File: src/rsw_pkg.sv
package rsw_pkg;

  // ---------------------------------------------------------------------------
  // clock and timing
  // ---------------------------------------------------------------------------
  localparam int CLK_PERIOD_NS    = 10;
  // active-hold after the supply recovers; least time, so rounded up
  localparam int RST_ACTV_NS      = 1000;
  localparam int HOLD_CYCLES      = (RST_ACTV_NS + CLK_PERIOD_NS - 1) / CLK_PERIOD_NS;
  localparam int HOLD_W           = 8;
  localparam logic [HOLD_W-1:0] HOLD_LOAD = HOLD_CYCLES[HOLD_W-1:0];

  // ---------------------------------------------------------------------------
  // machine cycle
  // ---------------------------------------------------------------------------
  localparam int MC_W             = 3;
  localparam logic [MC_W-1:0] MC_BASE_LEN = 3'h4;

  // ---------------------------------------------------------------------------
  // watchdog
  // ---------------------------------------------------------------------------
  localparam int WDT_W            = 24;
  localparam logic [7:0]       KEY_DISABLE = 8'h55;
  localparam logic [WDT_W-1:0] WDT_CLEAR   = 24'h000000;
  localparam logic [WDT_W-1:0] WDT_ALL_ONE = 24'hffffff;
  localparam logic [15:0]      WDT_LOW_CLR = 16'h0000;
  localparam logic [15:0]      FETCH_VEC   = 16'h0000;

  // ---------------------------------------------------------------------------
  // register map: printed offsets are indices, byte address is four times
  // ---------------------------------------------------------------------------
  localparam int APB_AW           = 12;
  localparam logic [7:0] IDX_RELOAD  = 8'ha6;
  localparam logic [7:0] IDX_KEY     = 8'hae;
  localparam logic [7:0] IDX_PWR     = 8'hb0;
  localparam logic [7:0] IDX_IRQ_ST  = 8'hb1;
  localparam logic [7:0] IDX_IRQ_MSK = 8'hb2;
  localparam logic [7:0] IDX_COUNT   = 8'hb3;
  localparam logic [APB_AW-1:0] ADDR_RELOAD  = {2'h0, IDX_RELOAD, 2'h0};
  localparam logic [APB_AW-1:0] ADDR_KEY     = {2'h0, IDX_KEY, 2'h0};
  localparam logic [APB_AW-1:0] ADDR_PWR     = {2'h0, IDX_PWR, 2'h0};
  localparam logic [APB_AW-1:0] ADDR_IRQ_ST  = {2'h0, IDX_IRQ_ST, 2'h0};
  localparam logic [APB_AW-1:0] ADDR_IRQ_MSK = {2'h0, IDX_IRQ_MSK, 2'h0};
  localparam logic [APB_AW-1:0] ADDR_COUNT   = {2'h0, IDX_COUNT, 2'h0};

  // field positions
  localparam int PWR_POR_BIT      = 0;
  localparam int EV_W             = 3;
  localparam int EV_WDT_BIT       = 0;
  localparam int EV_LVD_BIT       = 1;
  localparam int EV_DBG_BIT       = 2;
  localparam logic [EV_W-1:0] EV_RESET = 3'h0;

  typedef enum logic [1:0] {
    MC_RUN,
    MC_STALL
  } mc_state_e;

endpackage

File: src/reset_supervisor_watchdog.sv
// The APB slave port was chosen for this implementation.
`timescale 1ns/1ps

module reset_supervisor_watchdog
  import rsw_pkg::*;
(
  // clock and reset
  input  wire logic              i_core_clk,
  input  wire logic              i_rst_n,
  // reset sources
  input  wire logic              i_ext_rst_n,
  input  wire logic              i_low_voltage_detector,
  input  wire logic              i_dbg_rst,
  // processor state
  input  wire logic              i_idle,
  input  wire logic              i_power_down,
  input  wire logic              i_mem_xfer,
  input  wire logic [MC_W-1:0]   i_bus_config_len,
  input  wire logic              i_stall,
  // apb slave
  input  wire logic              psel,
  input  wire logic              penable,
  input  wire logic              pwrite,
  input  wire logic [APB_AW-1:0] paddr,
  input  wire logic [31:0]       pwdata,
  output logic [31:0]            prdata,
  output logic                   pready,
  output logic                   pslverr,
  // reset and interrupt outputs
  output logic                   o_core_rst,
  output logic                   o_pl_rst_n,
  output logic [15:0]            o_fetch_addr,
  output logic                   o_irq
);

  // ---------------------------------------------------------------------------
  // helpers
  // ---------------------------------------------------------------------------
  function automatic logic is_mapped(input logic [APB_AW-1:0] a);
    is_mapped = (a == ADDR_RELOAD) || (a == ADDR_KEY) || (a == ADDR_PWR) ||
                (a == ADDR_IRQ_ST) || (a == ADDR_IRQ_MSK) || (a == ADDR_COUNT);
  endfunction

  // ---------------------------------------------------------------------------
  // state
  // ---------------------------------------------------------------------------
  logic [31:0]       prdata_q;
  logic              pready_q;
  logic              pslverr_q;
  logic              core_rst_q;
  logic              pl_rst_n_q;
  logic [15:0]       fetch_q;
  logic              irq_q;
  logic [HOLD_W-1:0] hold_q;
  logic              wdt_to_q;
  logic [7:0]        key_q;
  logic [WDT_W-1:0]  cnt_q;
  logic              por_q;
  logic [EV_W-1:0]   irq_st_q;
  logic [EV_W-1:0]   irq_msk_q;
  logic              lvd_prev_q;
  logic              dbg_prev_q;
  logic [MC_W-1:0]   mc_cnt_q;
  mc_state_e         mc_state_q;
  logic              mc_tick_q;

  logic              acc;
  logic              wr_en;
  logic              wr_key;
  logic              wr_reload;
  logic              wdt_en;
  logic              wdt_run;
  logic              overflow;
  logic              src_any;
  logic [MC_W-1:0]   mc_len;
  logic [EV_W-1:0]   ev_set;
  logic [EV_W-1:0]   w1c;

  assign acc       = psel && penable && pready_q;
  assign wr_en     = acc && pwrite;
  assign wr_key    = wr_en && (paddr == ADDR_KEY);
  assign wr_reload = wr_en && (paddr == ADDR_RELOAD);
  assign wdt_en    = (key_q != KEY_DISABLE);
  assign wdt_run   = wdt_en && mc_tick_q && !i_idle && !i_power_down;
  assign overflow  = wdt_run && (cnt_q == WDT_ALL_ONE) && !wr_reload;

  // ---------------------------------------------------------------------------
  // apb slave: ready in the access phase, no wait states
  // ---------------------------------------------------------------------------
  always_ff @(posedge i_core_clk) begin
    if (!i_rst_n) begin
      pready_q  <= 1'b0;
      pslverr_q <= 1'b0;
    end else begin
      pready_q  <= psel && !penable;
      pslverr_q <= psel && !penable && !is_mapped(paddr);
    end
  end

  always_ff @(posedge i_core_clk) begin
    if (!i_rst_n) begin
      prdata_q <= 32'h0;
    end else if (psel && !penable && !pwrite) begin
      // write-only key and reload read back as zero
      case (paddr)
        ADDR_PWR:     prdata_q <= {31'h0, por_q};
        ADDR_IRQ_ST:  prdata_q <= {29'h0, irq_st_q};
        ADDR_IRQ_MSK: prdata_q <= {29'h0, irq_msk_q};
        ADDR_COUNT:   prdata_q <= {8'h0, cnt_q};
        default:      prdata_q <= 32'h0;
      endcase
    end
  end

  assign prdata  = prdata_q;
  assign pready  = pready_q;
  assign pslverr = pslverr_q;

  // ---------------------------------------------------------------------------
  // reset merge
  // ---------------------------------------------------------------------------
  // no control bit gates the low-voltage or debug sources, in any power mode
  assign src_any = !i_ext_rst_n || i_low_voltage_detector || i_dbg_rst ||
                   wdt_to_q || (hold_q != '0);

  always_ff @(posedge i_core_clk) begin
    if (!i_rst_n) begin
      hold_q <= HOLD_LOAD;
    end else if (i_low_voltage_detector || wdt_to_q) begin
      hold_q <= HOLD_LOAD;
    end else if (hold_q != '0) begin
      hold_q <= hold_q - 1'b1;
    end
  end

  // registered merge keeps the release clean and synchronous
  always_ff @(posedge i_core_clk) begin
    if (!i_rst_n) begin
      core_rst_q <= 1'b1;
      pl_rst_n_q <= 1'b0;
    end else begin
      core_rst_q <= src_any;
      pl_rst_n_q <= !src_any;
    end
  end

  always_ff @(posedge i_core_clk) begin
    if (!i_rst_n) begin
      fetch_q <= FETCH_VEC;
    end else if (core_rst_q) begin
      fetch_q <= FETCH_VEC;
    end
  end

  assign o_core_rst   = core_rst_q;
  assign o_pl_rst_n   = pl_rst_n_q;
  assign o_fetch_addr = fetch_q;

  // ---------------------------------------------------------------------------
  // power-on flag: set wins over the software clear
  // ---------------------------------------------------------------------------
  always_ff @(posedge i_core_clk) begin
    if (!i_rst_n) begin
      por_q <= 1'b0;
    end else if (i_low_voltage_detector) begin
      por_q <= 1'b1;
    end else if (wr_en && (paddr == ADDR_PWR) && pwdata[PWR_POR_BIT]) begin
      por_q <= 1'b0;
    end
  end

  // ---------------------------------------------------------------------------
  // machine cycle timing
  // ---------------------------------------------------------------------------
  assign mc_len = (i_mem_xfer && (i_bus_config_len > MC_BASE_LEN)) ?
                  i_bus_config_len : MC_BASE_LEN;

  always_ff @(posedge i_core_clk) begin
    if (!i_rst_n || core_rst_q) begin
      mc_cnt_q   <= '0;
      mc_state_q <= MC_RUN;
      mc_tick_q  <= 1'b0;
    end else begin
      mc_tick_q <= 1'b0;
      case (mc_state_q)
        MC_RUN: begin
          if (mc_cnt_q >= mc_len - 1'b1) begin
            if (i_stall) begin
              mc_state_q <= MC_STALL;
            end else begin
              mc_cnt_q  <= '0;
              mc_tick_q <= 1'b1;
            end
          end else begin
            mc_cnt_q <= mc_cnt_q + 1'b1;
          end
        end
        MC_STALL: begin
          // the cycle ends only once the stall is removed
          if (!i_stall) begin
            mc_state_q <= MC_RUN;
            mc_cnt_q   <= '0;
            mc_tick_q  <= 1'b1;
          end
        end
        default: begin
          mc_state_q <= MC_RUN;
          mc_cnt_q   <= '0;
        end
      endcase
    end
  end

  // ---------------------------------------------------------------------------
  // watchdog key and counter
  // ---------------------------------------------------------------------------
  always_ff @(posedge i_core_clk) begin
    if (!i_rst_n || core_rst_q) begin
      key_q <= KEY_DISABLE;
    end else if (overflow) begin
      key_q <= KEY_DISABLE;
    end else if (wr_key) begin
      key_q <= pwdata[7:0];
    end
  end

  always_ff @(posedge i_core_clk) begin
    if (!i_rst_n || core_rst_q) begin
      cnt_q <= WDT_CLEAR;
    end else if (wr_reload) begin
      cnt_q <= {pwdata[7:0], WDT_LOW_CLR};
    end else if (wdt_run) begin
      cnt_q <= cnt_q + 1'b1;
    end
  end

  always_ff @(posedge i_core_clk) begin
    if (!i_rst_n) begin
      wdt_to_q <= 1'b0;
    end else begin
      wdt_to_q <= overflow;
    end
  end

  // ---------------------------------------------------------------------------
  // interrupts: sticky, write one to clear, set wins
  // ---------------------------------------------------------------------------
  always_ff @(posedge i_core_clk) begin
    if (!i_rst_n) begin
      lvd_prev_q <= 1'b0;
      dbg_prev_q <= 1'b0;
    end else begin
      lvd_prev_q <= i_low_voltage_detector;
      dbg_prev_q <= i_dbg_rst;
    end
  end

  always_comb begin
    ev_set             = EV_RESET;
    ev_set[EV_WDT_BIT] = overflow;
    ev_set[EV_LVD_BIT] = i_low_voltage_detector && !lvd_prev_q;
    ev_set[EV_DBG_BIT] = i_dbg_rst && !dbg_prev_q;
    w1c                = (wr_en && (paddr == ADDR_IRQ_ST)) ? pwdata[EV_W-1:0] : EV_RESET;
  end

  always_ff @(posedge i_core_clk) begin
    if (!i_rst_n) begin
      irq_st_q <= EV_RESET;
    end else begin
      irq_st_q <= (irq_st_q & ~w1c) | ev_set;
    end
  end

  always_ff @(posedge i_core_clk) begin
    if (!i_rst_n) begin
      irq_msk_q <= EV_RESET;
    end else if (wr_en && (paddr == ADDR_IRQ_MSK)) begin
      irq_msk_q <= pwdata[EV_W-1:0];
    end
  end

  always_ff @(posedge i_core_clk) begin
    if (!i_rst_n) begin
      irq_q <= 1'b0;
    end else begin
      irq_q <= |(((irq_st_q & ~w1c) | ev_set) & irq_msk_q);
    end
  end

  assign o_irq = irq_q;

  // ---------------------------------------------------------------------------
  // assertions
  // ---------------------------------------------------------------------------
  a_ext_pin_rst: assert property (@(posedge i_core_clk) disable iff (!i_rst_n)
    !i_ext_rst_n |=> o_core_rst)
    else $error("pin reset did not reach core reset");

  a_pin_no_stretch: assert property (@(posedge i_core_clk) disable iff (!i_rst_n)
    (i_ext_rst_n && !i_low_voltage_detector && !i_dbg_rst && !wdt_to_q && hold_q == '0)
    |=> !o_core_rst)
    else $error("core reset stretched with no source");

  a_pl_rst_pair: assert property (@(posedge i_core_clk) disable iff (!i_rst_n)
    o_pl_rst_n == !o_core_rst)
    else $error("logic module reset out of step");

  a_lvd_hold_time: assert property (@(posedge i_core_clk) disable iff (!i_rst_n)
    $fell(i_low_voltage_detector) |=> o_core_rst [*8])
    else $error("core reset released too soon after supply recovery");

  a_por_flag_set: assert property (@(posedge i_core_clk) disable iff (!i_rst_n)
    i_low_voltage_detector |=> por_q)
    else $error("power-on flag not set");

  a_key_after_rst: assert property (@(posedge i_core_clk) disable iff (!i_rst_n)
    o_core_rst |=> (key_q == KEY_DISABLE) && (cnt_q == WDT_CLEAR))
    else $error("key or counter not restored by reset");

  a_wdt_frozen_idle: assert property (@(posedge i_core_clk) disable iff (!i_rst_n)
    (!o_core_rst && !wr_reload && (i_idle || i_power_down)) |=> $stable(cnt_q))
    else $error("watchdog counted in low-power mode");

  a_reload_load: assert property (@(posedge i_core_clk) disable iff (!i_rst_n)
    (wr_reload && !o_core_rst) |=> cnt_q == {$past(pwdata[7:0]), WDT_LOW_CLR})
    else $error("reload did not set counter");

  a_overflow_rst: assert property (@(posedge i_core_clk) disable iff (!i_rst_n)
    overflow |=> (key_q == KEY_DISABLE) ##1 o_core_rst)
    else $error("overflow did not disable and reset");

  a_mc_spacing: assert property (@(posedge i_core_clk) disable iff (!i_rst_n)
    mc_tick_q |=> !mc_tick_q [*3])
    else $error("machine cycle shorter than four clocks");

  a_key_disables: assert property (@(posedge i_core_clk) disable iff (!i_rst_n)
    (key_q == KEY_DISABLE && !wr_reload && !o_core_rst) |=> $stable(cnt_q))
    else $error("disabled watchdog counted");

  a_dbg_rst_any: assert property (@(posedge i_core_clk) disable iff (!i_rst_n)
    i_dbg_rst |=> o_core_rst)
    else $error("debug command did not reach core reset");

  a_lvd_rst_any: assert property (@(posedge i_core_clk) disable iff (!i_rst_n)
    i_low_voltage_detector |=> o_core_rst)
    else $error("low supply did not reach core reset");

  a_fetch_vector: assert property (@(posedge i_core_clk) disable iff (!i_rst_n)
    o_core_rst |=> (o_fetch_addr == FETCH_VEC))
    else $error("fetch address not at reset vector");

  a_wdt_step_one: assert property (@(posedge i_core_clk) disable iff (!i_rst_n)
    (wdt_run && !wr_reload && !o_core_rst) |=> (cnt_q == $past(cnt_q) + 24'h1))
    else $error("watchdog did not step by one");

  a_stall_holds: assert property (@(posedge i_core_clk) disable iff (!i_rst_n)
    (mc_state_q == MC_STALL && i_stall && !o_core_rst) |=> !mc_tick_q)
    else $error("machine cycle ended during stall");

  c_wdt_timeout:  cover property (@(posedge i_core_clk) disable iff (!i_rst_n) overflow);
  c_lvd_recover:  cover property (@(posedge i_core_clk) disable iff (!i_rst_n)
    $fell(i_low_voltage_detector));
  c_stall_cycle:  cover property (@(posedge i_core_clk) disable iff (!i_rst_n)
    mc_state_q == MC_STALL ##1 mc_tick_q);
  c_irq_raised:   cover property (@(posedge i_core_clk) disable iff (!i_rst_n) $rose(o_irq));

endmodule

File: config.mk
export PLATFORM = sky130hd
export DESIGN_NAME = reset_supervisor_watchdog
export DESIGN_NICKNAME = d
export VERILOG_FILES = /design/src/rsw_pkg.sv /design/src/reset_supervisor_watchdog.sv
export SDC_FILE = /design/constraint.sdc
export NUM_CORES = 1
export LEC_CHECK = 0
export ABC_AREA = 1
export BUFFER_PORTS_ARGS = -buffer_cell sky130_fd_sc_hd__buf_4
export CORE_MARGIN = 8
export CORE_UTILIZATION = 53
export DETAILED_ROUTE_END_ITERATION = 8
export GPL_TIMING_DRIVEN = 0
export PLACE_DENSITY = 0.91
export SLEW_MARGIN = 20
export SYNTH_ARGS = -nofsm -noshare
export SYNTH_HDL_FRONTEND = slang
export SYNTH_SLANG_ARGS = --single-unit
File: constraint.sdc
create_clock -name i_core_clk -period 1.9 [get_ports i_core_clk]
set_clock_uncertainty 0.15 [all_clocks]
set_input_delay 0.38 -clock i_core_clk [delete_from_list [all_inputs] [get_ports i_core_clk]]
set_output_delay 0.38 -clock i_core_clk [all_outputs]
set_load 0.02 [all_outputs]
==> impl_metrics.tcl, run 1 <==
set metrics [dict create \
    setup_violations 0 \
    reg2regPathDepth 9 \
    syn2layout_area_growth_pct 21.2 \
    drt-wirelength-per-cell_um 13.3 \
    initial_core_util_pct 54.0 \
    final.period_utilization_pct 94.4 \
    io_pins 112 \
    relSlewSlack_pct 62.9 \
    slew_viol_final 0 \
    place_area_mm2 0.00507 \
    min_to "dbg_prev_q$_SDFF_PN0_" \
    yosysMostFrequentCell "nand2_1" \
    synthAdderAreaFrac_pct 1.99 \
    cts_hold_buf 0 \
    syn_area_per_cell_um2 7.02 \
    rsz0062_at_grt "true" \
    grt_max_degree 17 \
    worstMarginPinSlew_ns 0.554 \
    synth_seq_cells 84 \
    drc 0 \
    synth_area_leaders "dfxtp_1 (38%), nand2_1 (13%), nand3_1 (7.6%)" \
    hold_ws_ns 0.0656 \
    yosys.area_share.simple_pct 35.6 \
    avgViaCountPerCell 5.17 \
    start_kind "flop" \
    insertion_delay_ns 0.37 \
    crit_slowest_cell "dfxtp_1" \
    diodes 0 \
    synth-xor-area-share_pct 2.59 \
    synth.largest_area_cell "dfxtp_1" \
    overflow 0 \
    track_usage_pct 19.5 \
    die-width_um 107 \
    cts_max_level 3 \
    place.gp.congestion 0.892 \
    path_buf_inv 3 \
    grt_pass1_vias 4118 \
    vias 4299 \
    dp_hpwl_um 8640 \
    fp.coreArea_mm2 0.00813 \
    fin_cells 832 \
    postRouteAntennaNets 0 \
    cp_top_family "simple AND/OR/NAND/NOR gates" \
    grt_pass1_wl_um 18200 \
    timing.rr.end "hold_q[1]$_SDFFE_PP0P_" \
    clock_sinks 84 \
    final-hold-violation-count 0 \
    critPathArrivalTime_ns 1.91 \
    required_ns 2.02 \
    reg2reg_from "hold_q[0]$_SDFFE_PP0P_" \
    io_buffers 62 \
    rows 33 \
    dp.cells 815 \
    tns_ns 0 \
    async_flop_share_pct 0 \
    synth_ff_type "dfxtp_1" \
    fmax_mhz 558 \
    synth_common_cells "nand2_1 (152), dfxtp_1 (84), nand3_1 (67), inv_1 (61), nor2_1 (59)" \
    endpoint_kind "flop" \
    muxShareOfSynthArea_pct 0.228 \
    hold_path_depth 3 \
    netlist_instances 625 \
    synth_top_family_by_area "simple AND/OR/NAND/NOR gates" \
    ys_warn_count 0 \
    drt-initial-drc-count 246 \
    synth_edf_count 0 \
    leakage_nw 2.27 \
    totalWireLength_um 11100 \
    ff2ff_setup_slack_ns 0.11 \
    hold_class "primary input to flop" \
    hp-start "i_dbg_rst" \
    stdcell_area_mm2 0.00532 \
    synth_compound_area_share_pct 9.32 \
    synth.distinct_cells 39 \
    synth.top_cell.area_share_pct 38.3 \
    drive_gt1_share_pct 21.9 \
    post-route-min-period_ns 1.79 \
    yosysSeqAreaShare_pct 38.3 \
    cts_tree "built" \
    drtPass1Iterations 7 \
    power.density_mw_per_mm2 638 \
    netlist_area_mm2 0.00439 \
    cts_buffers 9 \
    clk_pin_slew_ns 0.09 \
    crit_chain "inv_1, ha_1, inv_1, nor2_1, nand4_1, nor2_4, inv_1, o21ai_0, a21oi_1" \
    ir_worst_vdd_mv 0.506 \
    die-area_mm2 0.0115 \
    crit_type "flop to flop" \
    cts-root-buf "clkbuf_8" \
    final_nets 788 \
    max_stage_delay_ns 0.31 \
    clockBufferDepth 2 \
    cpMostUsedCell "inv_1" \
    status "completed" \
    fp.dieH_um 107 \
    cap_viol_max_count 0 \
    worstPathMaxFanout 6 \
    antenna_found_initial 0 \
]
[metrics by stage]
stage          total power, mW  utilization, %  setup slack [ns]
3_5_place_dp              2.09            62.4            -0.184
4_1_cts                   3.40            65.0            0.0163
3_3_place_gp              2.09            62.4            -0.128
6_report                  3.40            65.4             0.107
5_1_grt                   3.52            65.4           -0.0481
2_1_floorplan             2.00               -            0.0633
[cells by family after synthesis]
kind of cell | after synthesis
and+or+nand+nor | 334
buffers and inverters | 108
DFF | 84
AOI/OAI and AO/OA | 77
xor gates and xnor gates | 13
adders and majority gates | 7
other | 1
muxes | 1
[timing repair]
item,in CTS,in global routing
endpoints found under the hold margin,0,0
resized for setup,3,7
setup endpoints to repair,10,23
buffers inserted,0,1
pin swaps,0,2
[power by group]
| part | switching, mW | leakage (nW) | internal, mW |
|---|---|---|---|
| Sequential | 0.00902 | 0.680 | 1.77 |
| Combinational | 0.158 | 1.49 | 0.116 |
| Clock | 0.714 | 0.101 | 0.626 |
| Total | 0.881 | 2.27 | 2.51 |
[state kept, by name, indices dropped and copies added, names as in the netlist, 3 cells and up]
name       count
mc_cnt_q       3
prdata        24
irq_msk_q      3
hold_q         8
irq_st_q       3
cnt_q         24
key_q          8
[worst min-delay path: stages]
cell and delay, ns:
buf_4 0.09, nand2_1 0.05, inv_1 0.04
[worst max-delay path by stage]
stage                            from  cells past startpoint                      to  slack (ns)
3_5_place_dp               i_mem_xfer                     12  mc_cnt_q[1]$_SDFF_PP0_       -0.18
3_3_place_gp               i_mem_xfer                     12  mc_cnt_q[1]$_SDFF_PP0_       -0.13
2_1_floorplan              i_mem_xfer                     11  mc_cnt_q[1]$_SDFF_PP0_        0.06
6_report       hold_q[0]$_SDFFE_PP0P_                      9  hold_q[1]$_SDFFE_PP0P_        0.11
4_1_cts         cnt_q[0]$_SDFFE_PP0P_                      9   key_q[2]$_SDFFE_PP1P_        0.02
5_1_grt        hold_q[0]$_SDFFE_PP0P_                      9  hold_q[1]$_SDFFE_PP0P_       -0.05
[per-layer routing]
metal / up-vias / track usage [%] / share of wire, %
met4: 0 / 9.75 / 3.0
met5: - / 0 / 0
met3: 37 / 5.46 / 6.9
met2: 149 / 34.9 / 51
li1: 2160 / - / -
met1: 1953 / 20.5 / 39
[layout by cell type (no fill, tap or decap), drive strengths merged, types with 4 or more instances in the layout]
cell,count
nand2,156
buf,97
dfxtp,84
nor2,73
nand3,72
inv,70
a21oi,57
conb,24
o21ai,15
clkbuf,15
nand4,12
nor3,8
xor2,7
ha,7
xnor2,6
nand3b,5
or2,4
[layout make-up]
cell class,count,area [µm²]
Sequential cell,84,1680
Inverter,68,259
Clock buffer,9,124
Clock inverter,7,81.3
Timing Repair Buffer,63,473
Tap cell,105,131
Fill cell,679,2810
Buffer,40,264
Multi-Input combinational cell,456,2300
Note: power is estimated with default switching activity, not from simulation.
==> run 2: changes to the inputs <==
--- a/config.mk
+++ b/config.mk
@@ -6,7 +6,7 @@
 export NUM_CORES = 1
 export LEC_CHECK = 0
 export ABC_AREA = 1
-export BUFFER_PORTS_ARGS = -buffer_cell sky130_fd_sc_hd__buf_4
+export BUFFER_PORTS_ARGS = -buffer_cell sky130_fd_sc_hd__buf_2
 export CORE_MARGIN = 8
 export CORE_UTILIZATION = 53
 export DETAILED_ROUTE_END_ITERATION = 8
==> constraint.sdc (replaced) <==
create_clock -name i_core_clk -period 1.9 [get_ports i_core_clk]
set_clock_uncertainty 0.15 [all_clocks]
set_input_delay 0.38 -clock i_core_clk [delete_from_list [all_inputs] [get_ports i_core_clk]]
set_output_delay 0.38 -clock i_core_clk [all_outputs]
set_load 0.1 [all_outputs]
==> run 2 against run 1 <==
Net effect: non-clock buffer count up 1; routed wire length down 1.9%; critical path depth unchanged; first-iteration DRC count down 18%; final cell count up 0.12%; power up 2.8%; via count down 1.6%; global-route usage down 0.35 points; sequential power about the same; worst setup slack better by 0.059 ns; flip-flop and latch count unchanged; design area down 2.6%; critical endpoint is now key_q[2]$_SDFFE_PP1P_.
==> impl_metrics.tcl, run 2 (synthesized netlist as in run 1, its figures left out) <==
set metrics [dict create \
    leakage_nw 2.23 \
    setup_violations 0 \
    hold_class "primary input to flop" \
    diodes 0 \
    place_area_mm2 0.00492 \
    stdcell_area_mm2 0.00518 \
    avgViaCountPerCell 5.08 \
    final_cell_mix "nand2_1 (152), dfxtp_1 (81), buf_2 (69)" \
    grt_max_degree 15 \
    cap_viol_max_count 0 \
    antenna_found_initial 0 \
    io_pins 112 \
    cts-root-buf "clkbuf_8" \
    clockBufferDepth 2 \
    timing.rr.end "key_q[2]$_SDFFE_PP1P_" \
    place.gp.congestion 0.907 \
    cts_buffers 9 \
    status "completed" \
    track_usage_pct 19.1 \
    drtPass1Iterations 5 \
    final-hold-violation-count 0 \
    initial_core_util_pct 54.0 \
    die-width_um 107 \
    ir_worst_vdd_mv 0.574 \
    start_kind "flop" \
    critPathArrivalTime_ns 1.88 \
    final_common_cell "nand2_1" \
    postRouteAntennaNets 0 \
    grt_pass1_wl_um 18100 \
    fin_cells 833 \
    required_ns 2.04 \
    cts_tree "built" \
    reg2reg_from "cnt_q[0]$_SDFFE_PP0P_" \
    crit_type "flop to flop" \
    relSlewSlack_pct 65.9 \
    worstPathMaxFanout 5 \
    clk_pin_slew_ns 0.09 \
    dp_hpwl_um 8530 \
    hold_ws_ns 0.0894 \
    die-area_mm2 0.0115 \
    fmax_mhz 577 \
    power.density_mw_per_mm2 674 \
    insertion_delay_ns 0.37 \
    syn2layout_area_growth_pct 18.0 \
    drive_gt1_share_pct 22.4 \
    overflow 0 \
    grt_pass1_vias 4162 \
    rows 33 \
    startpoint "cnt_q[0]$_SDFFE_PP0P_" \
    final.period_utilization_pct 91.3 \
    drt-initial-drc-count 201 \
    total_power_mw 3.49 \
    dp.cells 815 \
    worstMarginPinSlew_ns 0.510 \
    vias 4231 \
    final_nets 789 \
    reg2regPathDepth 9 \
    ff2ff_setup_slack_ns 0.17 \
    rsz0062_at_grt "false" \
    fp.dieH_um 107 \
    fp.coreArea_mm2 0.00813 \
    crit_end "key_q[2]$_SDFFE_PP1P_" \
    drt-wirelength-per-cell_um 13.0 \
    endpoint_kind "flop" \
    clock_sinks 84 \
    drc 0 \
    io_buffers 62 \
    cts_hold_buf 0 \
    totalWireLength_um 10800 \
    post-route-min-period_ns 1.73 \
    slew_viol_final 0 \
    cts_max_level 3 \
]
run 2: cell count changes in the layout (fill, tap and decap cells not counted), moves of 2 or more:
cell	before	now
buf_2	7	69
buf_4	89	28
inv_6	3	0
clkbuf_1	6	8
inv_1	61	59
inv_2	5	7
run 2: how the worst min path moves through the flow:
| stage | start | end | slack, ns | depth (start not counted) |
|---|---|---|---|---|
| finish | i_dbg_rst | dbg_prev_q$_SDFF_PN0_ | 0.09 | 3 |
| global route | i_dbg_rst | dbg_prev_q$_SDFF_PN0_ | 0.10 | 3 |
| CTS | i_dbg_rst | dbg_prev_q$_SDFF_PN0_ | 0.08 | 3 |
| detailed placement | prdata[0]$_SDFFE_PN0P_ | prdata[0]$_SDFFE_PN0P_ | 0.30 | 2 |
| global placement | hold_q[7]$_SDFFE_PP0P_ | hold_q[7]$_SDFFE_PP0P_ | 0.29 | 1 |
| floorplan | hold_q[7]$_SDFFE_PP0P_ | hold_q[7]$_SDFFE_PP0P_ | 0.27 | 1 |
run 2: final cells by class:
cell class                      instances  area, µm²
Buffer                                 40        264
Clock buffer                           11        131
Clock inverter                          5       62.6
Fill cell                             736       2950
Inverter                               68        259
Multi-Input combinational cell        456       2320
Sequential cell                        84       1690
Tap cell                              105        131
Timing Repair Buffer                   64        325
run 2: worst max-delay path, stage by stage (launching register included):
cell,delay (ns)
dfxtp_2,0.39
ha_1,0.21
nand3_1,0.14
nor2_2,0.13
nand2_1,0.10
nor2_4,0.15
nand3_4,0.13
nand2_2,0.13
inv_2,0.06
o211ai_1,0.08
run 2: metal layers:
metal | GRT usage [%] | vias up | wire (µm)
li1 | - | 2164 | -
met1 | 20.3 | 1898 | 4350
met2 | 34.1 | 136 | 5420
met3 | 5.58 | 33 | 758
met4 | 8.94 | 0 | 310
met5 | 0 | - | 0
run 2: where the power goes:
part           internal [mW]  leakage, nW  switching, mW
combinational         0.0964         1.46          0.334
clock                  0.613       0.0897          0.664
sequential              1.77        0.681        0.00944
total                   2.48         2.23           1.01
run 2: through the flow:
step                setup TNS, ns  util, %  setup slack [ns]
global placement           -0.788     60.5            -0.129
global route                    0     63.7           0.00697
floorplan                       0        -            0.0272
finish                          0     63.7             0.166
CTS                             0     62.9            0.0368
detailed placement          -1.18     60.5            -0.145
run 2: timing repair:
| action | CTS | global route |
|---|---|---|
| buffers inserted | 0 | 2 |
| resized for setup | 2 | 14 |
| pin swaps | 0 | 2 |
| endpoints found under the setup margin | 5 | 26 |
==> run 3: changes to the inputs <==
==> constraint.sdc (replaced) <==
create_clock -name i_core_clk -period 1.9 [get_ports i_core_clk]
set_clock_uncertainty 0.15 [all_clocks]
set_input_delay 0 -clock i_core_clk [delete_from_list [all_inputs] [get_ports i_core_clk]]
set_output_delay 0 -clock i_core_clk [all_outputs]
set_load 0.1 [all_outputs]
==> run 3 against run 2 <==
Net effect: flip-flop and latch count unchanged; largest power group unchanged; critical path type is now primary input to flop; hold slack worse by 0.080 ns; largest cell class unchanged; non-clock buffer count up 34; die area unchanged.
==> impl_metrics.tcl, run 3 (synthesized netlist as in run 1, its figures left out) <==
set metrics [dict create \
    setup_violations 0 \
    grt_pass1_vias 4391 \
    tns_ns 0 \
    drt-wirelength-per-cell_um 13.8 \
    hp-start "i_power_down" \
    drive_gt1_share_pct 21.8 \
    insertion_delay_ns 0.37 \
    fp.dieH_um 107 \
    die-width_um 107 \
    status "completed" \
    final-hold-violation-count 0 \
    stdcell_area_mm2 0.00555 \
    final_common_cell "nand2_1" \
    relSlewSlack_pct 63.2 \
    drc 0 \
    grt_pass1_wl_um 19400 \
    ff2ff_setup_slack_ns 0.14 \
    place.gp.congestion 0.907 \
    dp_hpwl_um 8530 \
    clock_sinks 84 \
    clockBufferDepth 2 \
    rsz0062_at_grt "true" \
    rows 33 \
    avgViaCountPerCell 5.22 \
    leakage_nw 2.38 \
    ir_worst_vdd_mv 0.675 \
    cap_viol_max_count 0 \
    worstPathMaxFanout 4 \
    crit_type "primary input to flop" \
    critPathArrivalTime_ns 2.04 \
    pwr-share-clk_pct 35.9 \
    io_pins 112 \
    fp.coreArea_mm2 0.00813 \
    drtPass1Iterations 7 \
    fillers 670 \
    endpoint_kind "flop" \
    grt_max_degree 15 \
    totalWireLength_um 12000 \
    pwr-share-comb_pct 14.0 \
    fmax_mhz 533 \
    power_switching_share_pct 29.0 \
    worstMarginPinSlew_ns 0.550 \
    drt-initial-drc-count 260 \
    place_area_mm2 0.00492 \
    final_cell_mix "nand2_1 (152), dfxtp_1 (81), buf_2 (68)" \
    antenna_found_initial 0 \
    hold_class "primary input to flop" \
    final.period_utilization_pct 98.8 \
    slew_viol_final 0 \
    track_usage_pct 20.7 \
    die-area_mm2 0.0115 \
    seq_power_share_pct 50.0 \
    syn2layout_area_growth_pct 26.4 \
    start_kind "primary input" \
    power.density_mw_per_mm2 642 \
    p_int_mw 2.53 \
    hold_path_depth 6 \
    cts-root-buf "clkbuf_8" \
    required_ns 2.06 \
    reg2reg_from "hold_q[0]$_SDFFE_PP0P_" \
    p_sw_mw 1.03 \
    vias 4535 \
    cts_buffers 9 \
    timing.rr.end "hold_q[1]$_SDFFE_PP0P_" \
    postRouteAntennaNets 0 \
    reg2regPathDepth 9 \
    overflow 0 \
    final_nets 823 \
    post-route-min-period_ns 1.88 \
    clk_pin_slew_ns 0.08 \
    initial_core_util_pct 54.0 \
    cts_max_level 3 \
    min_to "cnt_q[9]$_SDFFE_PP0P_" \
    cts_tree "built" \
    io_buffers 62 \
]
[run 3: layer usage]
layer / global-route usage, % / vias to the layer above / wire length [µm]
li1: - / 2228 / -
met1: 20.7 / 2067 / 4410
met2: 38.0 / 196 / 6260
met3: 6.00 / 44 / 890
met4: 10.6 / 0 / 455
met5: 0 / - / 0
[run 3: per-stage QoR]
stage	worst slack (ns)	hold slack, ns	cells	util, %	power, mW
final	0.0221	0.00981	868	68.2	3.56
after global routing	-0.0404	0.0659	867	68.2	3.67
after CTS	0.0368	0.0140	865	67.1	3.55
after detailed placement	-0.00645	0.0830	815	60.5	2.25
after global placement	0.0136	0.0670	815	60.5	2.24
after floorplan	0.0272	-0.0565	648	-	2.17
[run 3: critical path: stages]
cell,delay (ns)
dlygate4sd3_1,0.55
buf_4,0.15
clkinvlp_4,0.15
nor3_4,0.23
inv_1,0.10
nor3b_2,0.14
dlygate4sd3_1,0.58
nand2_1,0.07
inv_1,0.07
[run 3: layout make-up]
class | count | area, µm² | share of cell area, %
diodes | 1 | 2.50 | 0.0451
plain buffers | 40 | 267 | 4.80
clock buffers | 11 | 131 | 2.37
clock inverters | 5 | 62.6 | 1.13
inverters | 68 | 263 | 4.74
multi-input cells | 456 | 2340 | 42.2
flip-flops and latches | 84 | 1690 | 30.4
well taps | 105 | 131 | 2.37
repair buffers | 98 | 666 | 12.0
[run 3: how the worst max path moves through the flow]
| stage | startpoint | to | slack, ns | depth (start not counted) |
|---|---|---|---|---|
| 6_report | i_rst_n | o_pl_rst_n$_SDFF_PN0_ | 0.02 | 9 |
| 5_1_grt | hold_q[0]$_SDFFE_PP0P_ | hold_q[1]$_SDFFE_PP0P_ | -0.04 | 9 |
| 4_1_cts | hold_q[0]$_SDFFE_PP0P_ | hold_q[1]$_SDFFE_PP0P_ | 0.04 | 9 |
| 3_5_place_dp | cnt_q[0]$_SDFFE_PP0P_ | key_q[2]$_SDFFE_PP1P_ | -0.006 | 9 |
| 3_3_place_gp | cnt_q[0]$_SDFFE_PP0P_ | cnt_q[22]$_SDFFE_PP0P_ | 0.01 | 9 |
| 2_1_floorplan | pready$_SDFF_PN0_ | cnt_q[7]$_SDFFE_PP0P_ | 0.03 | 8 |
[run 3: power by group through the flow]
stage	Combinational, mW	Clock, mW	Sequential [mW]
after floorplan	0.337	0	1.83
after global placement	0.418	0	1.82
after detailed placement	0.425	0	1.82
after CTS	0.478	1.29	1.78
after global routing	0.527	1.36	1.78
final	0.501	1.28	1.78
[run 3: what timing repair did]
item / CTS / global route
cloned: 0 / 0
buffers inserted: 0 / 3
hold endpoints to repair: 46 / 0
pin swaps: 0 / 2
resized for setup: 2 / 20
endpoints found under the setup margin: 5 / 34
hold buffers: 34 / 0
